[src/dac_serial_write_port_defines.vh]
// constants for the dac serial write port
`ifndef DAC_SERIAL_WRITE_PORT_DEFINES_VH
`define DAC_SERIAL_WRITE_PORT_DEFINES_VH
`define WORD_BITS       8
`define BIT_COUNT_W     4
`define WORD_RESET      8'h00
`define BIT_COUNT_FULL  4'h8
`define BIT_COUNT_ZERO  4'h0
`define STATE_IDLE      2'h0
`define STATE_SHIFT     2'h1
`define STATE_FULL      2'h2
`endif

[src/dac_serial_write_port.v]
// serial write port of an 8-bit current-output dac, sampled on the system clock
`timescale 1ns/100ps
`default_nettype none
`include "dac_serial_write_port_defines.vh"

module dac_serial_write_port
#(
  parameter WORD_W = `WORD_BITS
)
(
  input  wire              clk,
  input  wire              resetn,
  input  wire              shift_clock,
  input  wire              serial_data_in,
  input  wire              frame_select_n,
  input  wire              output_load_strobe_n,
  output reg  [WORD_W-1:0] dac_word,
  output reg               dac_update,
  output reg               buffers_on,
  output reg               word_ready
);

  // two-flop synchronisers; first stage read only by the second
  reg [1:0] sclk_sync_reg;
  reg [1:0] serial_data_in_sync_reg;
  reg [1:0] fsel_sync_reg;
  reg [1:0] load_sync_reg;
  reg       sclk_prev_reg;
  reg       fsel_prev_reg;

  always @(posedge clk or negedge resetn)
  begin
    if (!resetn)
    begin
      sclk_sync_reg <= 2'h0;
      serial_data_in_sync_reg <= 2'h0;
      fsel_sync_reg <= 2'h3;
      load_sync_reg <= 2'h3;
      sclk_prev_reg <= 1'b0;
      fsel_prev_reg <= 1'b1;
    end
    else
    begin
      sclk_sync_reg <= {sclk_sync_reg[0], shift_clock};
      serial_data_in_sync_reg <= {serial_data_in_sync_reg[0], serial_data_in};
      fsel_sync_reg <= {fsel_sync_reg[0], frame_select_n};
      load_sync_reg <= {load_sync_reg[0], output_load_strobe_n};
      sclk_prev_reg <= sclk_sync_reg[1];
      fsel_prev_reg <= fsel_sync_reg[1];
    end
  end

  // edge detection shared by frame select and shift clock
  function edge_fall;
    input prev;
    input now;
    begin
      edge_fall = prev & ~now;
    end
  endfunction

  function edge_rise;
    input prev;
    input now;
    begin
      edge_rise = ~prev & now;
    end
  endfunction

  wire fsel_fall = edge_fall(fsel_prev_reg, fsel_sync_reg[1]);
  wire fsel_rise = edge_rise(fsel_prev_reg, fsel_sync_reg[1]);
  wire sclk_fall = edge_fall(sclk_prev_reg, sclk_sync_reg[1]);
  wire load_low  = ~load_sync_reg[1];

  reg [1:0]              state_reg;
  reg [1:0]              state_next;
  reg [`BIT_COUNT_W-1:0] count_reg;
  reg [`BIT_COUNT_W-1:0] count_next;
  reg [WORD_W-1:0]       shift_reg;
  reg [WORD_W-1:0]       shift_next;
  reg [WORD_W-1:0]       dac_next;
  reg                    update_next;
  reg                    buffers_next;
  reg                    ready_next;

  always @*
  begin
    state_next   = state_reg;
    count_next   = count_reg;
    shift_next   = shift_reg;
    dac_next     = dac_word;
    update_next  = 1'b0;
    buffers_next = buffers_on;
    ready_next   = word_ready;
    case (state_reg)
      `STATE_IDLE:
      begin
        if (fsel_fall)
        begin
          state_next   = `STATE_SHIFT;
          count_next   = `BIT_COUNT_ZERO;
          buffers_next = 1'b1;
          ready_next   = 1'b0;
        end
      end
      `STATE_SHIFT:
      begin
        if (fsel_rise)
        begin
          state_next   = `STATE_IDLE;
          buffers_next = 1'b0;
          if (count_reg == `BIT_COUNT_FULL)
          begin
            ready_next = 1'b1;
            if (load_low)
            begin
              dac_next    = shift_reg;
              update_next = 1'b1;
              ready_next  = 1'b0;
            end
          end
        end
        else if (sclk_fall && !fsel_sync_reg[1] && count_reg != `BIT_COUNT_FULL)
        begin
          shift_next = {shift_reg[WORD_W-2:0], serial_data_in_sync_reg[1]};
          count_next = count_reg + 4'h1;
        end
      end
      default:
      begin
        state_next = `STATE_IDLE;
      end
    endcase
    if (state_reg == `STATE_IDLE && word_ready && load_low && !fsel_fall)
    begin
      dac_next    = shift_reg;
      update_next = 1'b1;
      ready_next  = 1'b0;
    end
  end

  always @(posedge clk or negedge resetn)
  begin
    if (!resetn)
    begin
      state_reg  <= `STATE_IDLE;
      count_reg  <= `BIT_COUNT_ZERO;
      shift_reg  <= `WORD_RESET;
      dac_word   <= `WORD_RESET;
      dac_update <= 1'b0;
      buffers_on <= 1'b0;
      word_ready <= 1'b0;
    end
    else
    begin
      state_reg  <= state_next;
      count_reg  <= count_next;
      shift_reg  <= shift_next;
      dac_word   <= dac_next;
      dac_update <= update_next;
      buffers_on <= buffers_next;
      word_ready <= ready_next;
    end
  end

endmodule
`default_nettype wire

[config.mk]
export PLATFORM = sky130hd
export DESIGN_NAME = dac_serial_write_port
export DESIGN_NICKNAME = d
export VERILOG_FILES = /design/src/dac_serial_write_port.v
export VERILOG_INCLUDE_DIRS = /design/src
export SDC_FILE = /design/constraint.sdc
export NUM_CORES = 1
export LEC_CHECK = 0
export ABC_AREA = 1
export BUFFER_PORTS_ARGS = -buffer_cell sky130_fd_sc_hd__clkbuf_2
export CORE_AREA = 2 2 59 61
export DETAILED_ROUTE_END_ITERATION = 7
export DIE_AREA = 0 0 61 63
export SLEW_MARGIN = 20
export SYNTH_ARGS = -nofsm -noshare
export SYNTH_HDL_FRONTEND = slang
export SYNTH_SLANG_ARGS = --single-unit
[constraint.sdc]
create_clock -name clk -period 1.3 [get_ports clk]
set_input_delay 0.195 -clock clk [delete_from_list [all_inputs] [get_ports clk]]
set_output_delay 0.195 -clock clk [all_outputs]
set_load 0.01 [all_outputs]
* Yosys cells after proc, flatten, opt, wreduce, memory -nomap -nowiden
Index checks and enable logic that the tools add are counted.
** Storage, ports and cells
- Bits of input ports :: 6
- Flip-flop bits (word level) :: 35
- Output and inout bits :: 11
** Cells by class
- Bitwise logic cells :: 8
- Eq/ne operators :: 11
- Reductions and logical operators :: 19
- Muxes and demuxes :: 26
- $add $sub $neg :: 1
** Operator list (number)
- $mux 8 :: 5
- $mux 1 :: 12
- $mux 4 :: 3
- $reduce_and 4->1 :: 3
- $ne 2x2->1 const B :: 4
- $pmux 4 s2 :: 1
- $reduce_bool 2->1 :: 4
- $ne 3x3->1 const B :: 2
- $reduce_and 3->1 :: 2
- $logic_and 1x1->1 :: 5
- $not 1->1 :: 5
- $add 4x1->4 const B :: 1
- $eq 4x4->1 const B :: 1
- $mux 2 :: 2
- $ne 4x4->1 const B :: 1
- $pmux 1 s2 :: 2
- $pmux 2 s2 :: 1
- $and 1x1->1 :: 3
- $ne 3x2->1 const B :: 1
- $reduce_bool 3->1 :: 1
- $eq 2x1->1 const B :: 1
- $logic_not 1->1 :: 2
- $logic_not 2->1 :: 1
- $ne 2x1->1 const B :: 1
- $reduce_and 2->1 :: 1

* Depth between registers and ports, before layout
- Depth after elaboration :: 7
- Gate-level depth with buffers :: 8

* Worst setup path before layout
OpenSTA, ideal clock, no wires.
- Path type :: reg-to-reg
- Start point :: register count_reg[0]
- End point :: register count_reg[0]
- Data required time :: 1.234 ns
- Setup time :: 0.066 ns
- Buffers on the path :: 1
- Arrival :: 1.191 ns
- Cell stages (with the launch flop) :: 9
- Setup slack :: 0.044 ns
- Clock period less this slack :: 1.256 ns
- Path through :: dfrtp_1 > inv_1 > ha_1 > nand2_1 > nor2_1 > nor2_1 > buf_2 > nand4_1 > nand2_1
** On the way
- Longest elaborated chain between the ends :: 4
- Elaborated cells on any way between the ends :: 8
- Classes of those cells :: add/sub: 1; eq/ne: 2; mux: 3; reduce/logical: 2
** RTL lines
- start: declaration :: line dac_serial_write_port.v:77 : reg [`BIT_COUNT_W-1:0] count_reg;
- start signal: assignment :: line dac_serial_write_port.v:147 : count_reg <= `BIT_COUNT_ZERO;
- start signal: assignment :: line dac_serial_write_port.v:157 : count_reg <= count_next;
- $add 4x1->4 or $ne 4x4->1 (tied branches)
- $mux 4 or $logic_and 1x1->1 (tied branches)
- $mux 4 or $ne 2x2->1 (tied branches)
- $pmux 4 s2 or $reduce_and 4->1 (tied branches)
Parallel ways exist; a longest one is shown, timed or not. The select of a mux whose other input is x is not followed.
A chain may end at the register's enable or synchronous reset.

* Worst setup path after layout
- Start point :: register count_reg[0]
- End point :: register dac_word[1]
** On the way
- Longest elaborated chain between the ends :: 3
** RTL lines
- $eq 4x4->1 (no line)
- $reduce_bool 2->1 (no line)
- $reduce_and 4->1 (no line)
- end signal: assignment :: line dac_serial_write_port.v:149 : dac_word <= `WORD_RESET;
- end signal: assignment :: line dac_serial_write_port.v:159 : dac_word <= dac_next;
- end: declaration :: line dac_serial_write_port.v:17 : output reg [WORD_W-1:0] dac_word,
Every way passes these cells.

==> impl_metrics.env <==
export IMPL_yosysUniqueCellTypes=19
export IMPL_die_h_um=63
export IMPL_syn_instance_count=140
export IMPL_startpoint="count_reg[0]$_DFFE_PN0P_"
export IMPL_cts_buffer_depth=2
export IMPL_worst_r2r_path_depth=9
export IMPL_r2r_slack_ns=-0.1
export IMPL_pin_count=17
export IMPL_slew_violations=0
export IMPL_power_mw=2.29
export IMPL_worst_slew_pin_slew_ns=0.396
export IMPL_period_share=1.07
export IMPL_via_per_inst=4.94
export IMPL_htree_levels=2
export IMPL_cap_violations=0
export IMPL_cpMostUsedCell="nand2_2"
export IMPL_worst_path_stages=9
export IMPL_slew_headroom=0.735
export IMPL_crit_buf_inv=2
export IMPL_r2r_start="count_reg[0]$_DFFE_PN0P_"
export IMPL_wirelength_um=3140
export IMPL_status="complete, but fails checks"
export IMPL_routedWlPerCell_um=13.5
export IMPL_ant_nets=0
export IMPL_skew_ns=0.0116
export IMPL_yosys_area_top_type="dfrtp_1"
export IMPL_worstPathArrival_ns=1.68
export IMPL_tritoncts="done"
export IMPL_grt_max_degree=22
export IMPL_critPathLaunchType="flop"
export IMPL_finalHoldViolCount=0
export IMPL_cpPeakStageDelay_ns=0.41
export IMPL_powerDensity_nw_per_um2=1200
export IMPL_core_sq_um=3230
export IMPL_final_core_util=0.593
export IMPL_setup_viol=15
export IMPL_max_freq_mhz=716
export IMPL_grtUsageTotal=0.177
export IMPL_p_leak_nw=0.992
export IMPL_drcViolationCount=0
export IMPL_clock_latency_ns=0.33
export IMPL_cts_sinks=33
export IMPL_firstDrtPassIters=4
export IMPL_portBuffers=16
export IMPL_cts_buffers=5
export IMPL_post_place_ws_ns=-0.233
export IMPL_syn_to_final_growth_pct=39.7
export IMPL_drive_gt1_frac=0.449
export IMPL_grt_setup_unrepaired="true"
export IMPL_dpl_hpwl_um=1780
export IMPL_grt_pass1_vias=1101
export IMPL_diodes=0
export IMPL_start_util=0.425
export IMPL_yosys_top_cells_area="dfrtp_1 (51%), nand2_1 (13%), nand3_1 (9.8%), dfstp_2 (9.6%), inv_1 (1.9%)"
export IMPL_layout_min_cycle_time_ns=1.40
export IMPL_n_fill_cell=286
export IMPL_dieArea_sq_um=3840
export IMPL_rows=21
export IMPL_synth_top_area_share=0.510
export IMPL_fin_tns_setup_ns=-0.907
export IMPL_clk_pin_slew_ns=0.10
export IMPL_yosysWarnings=0
export IMPL_worstPathCellList="inv_2, ha_4, buf_6, nand3_4, nor2_4, nand2_4, nand2_8, nand2_2, nand2_2"
export IMPL_ir_drop_mv=0.788
export IMPL_grt_pass1_wl_um=4950
export IMPL_globalplace_congestion=0.802
export IMPL_r2r_end="dac_word[1]$_DFFE_PN0P_"
export IMPL_postSynthAreaPerCell_sq_um=9.80
export IMPL_path_max_fanout=5
export IMPL_worst_path_max_delay_cell="dfrtp_1"
export IMPL_antenna_found_initial=0
export IMPL_violations="negative setup slack"
export IMPL_syn_nets=148
export IMPL_fin_nets=194
export IMPL_seq_area_frac_synth=0.606
export IMPL_critPathKind="reg2reg"
export IMPL_syn_area_sq_um=1370
export IMPL_vias=1152
export IMPL_ys_ff_latch=33
export IMPL_holdCritPathClass="in2async"
export IMPL_drtIter0Drc=77
export IMPL_gr_total_overflow=0
export IMPL_setup_ws_ns=-0.0974
export IMPL_root_buffer="clkbuf_4"
export IMPL_critPathTopFamily="simple AND/OR/NAND/NOR gates"
export IMPL_die_w_um=61
export IMPL_required_ns=1.58
export IMPL_critPathCaptureType="flop"
==> routing by layer <==
metal	vias to the layer above	track usage	wire (um)	share of wire
met5	-	0	0	0
met4	0	0.0788	123	0.039
met3	11	0.0559	109	0.035
met2	24	0.263	1480	0.47
met1	565	0.233	1420	0.45
li1	552	-	-	-
==> placed cells by master (no fill, tap or decap), types with 2 or more instances in the layout <==
master	synthesis	layout
buf_4	1	14
buf_6	1	2
clkbuf_2	0	16
nand3_2	2	3
inv_2	3	5
nand2_1	48	33
nand3_1	27	24
dlygate4sd3_1	0	5
nand3_4	0	3
dfstp_2	5	5
nand4_1	3	3
clkbuf_4	0	5
inv_1	7	5
nor2_2	1	3
nor2_1	5	2
nand2_4	2	2
nor2_4	0	2
nand2_2	1	17
dfrtp_1	28	28
==> where the power goes <==
part | total [mW] | switching (mW) | internal (mW)
sequential | 1.16 | 0.0618 | 1.10
combinational | 0.332 | 0.178 | 0.154
clock | 0.798 | 0.339 | 0.459
total | 2.29 | 0.579 | 1.71
==> worst register-to-register path, cell delays in order (launching register included) <==
cell and delay (ns):
dfrtp_1 0.41, inv_2 0.08, ha_4 0.13, buf_6 0.09, nand3_4 0.08, nor2_4 0.18
nand2_4 0.13, nand2_8 0.12, nand2_2 0.07, nand2_2 0.05
==> layout make-up <==
class | count | area, sq um | share of cell area
inverter | 10 | 37.5 | 0.0196
clock buffer | 7 | 55.1 | 0.0287
tap | 46 | 57.6 | 0.0300
clock inverter | 1 | 30.0 | 0.0157
sequential | 33 | 832 | 0.434
timing repair buffer | 38 | 278 | 0.145
multi-input combinational | 98 | 627 | 0.327
==> logic make-up (layout without fill, tap and decap cells) <==
kind of cell    Yosys count  in the layout  synth area share
xor+xnor                  1              1           0.00638
flops                    33             33             0.606
fa+ha+maj                 2              2            0.0182
buf+inv                  13             56            0.0447
simple gates             90             94             0.313
compound gates            1              1            0.0119
==> timing repair <==
item	4_1_cts	5_1_grt
endpoints found under the setup margin	22	22
setup buffers	2	4
pin swaps	8	4
hold buffers	5	0
hold endpoints to repair	11	0
cloned	2	2
gates resized for setup	15	19
==> stage by stage <==
stage	cell area [sq um]	cells	hold WS, ns
final	1920	233	0.298
after detailed placement	1590	211	0.128
after CTS	1800	227	0.310
after global placement	1590	211	0.125
after global routing	1920	233	0.325
after floorplan	1370	140	-0.101
==> worst max path at each step <==
stage / slack, ns / end
2_1_floorplan: 0.04 / count_reg[0]$_DFFE_PN0P_
3_3_place_gp: -0.18 / shift_reg[2]$_DFFE_PN0P_
3_5_place_dp: -0.23 / count_reg[0]$_DFFE_PN0P_
4_1_cts: -0.1 / dac_word[1]$_DFFE_PN0P_
5_1_grt: -0.17 / dac_word[1]$_DFFE_PN0P_
6_report: -0.1 / dac_word[1]$_DFFE_PN0P_
==> cell usage after synthesis, drive strengths merged <==
master   n
nand2   51
dfrtp   28
a21oi    1
nand3   29
dfstp    5
inv     10
xor2     1
nor2     6
buf      3
ha       2
nand4    4
Power figures use the tool's default switching activity.
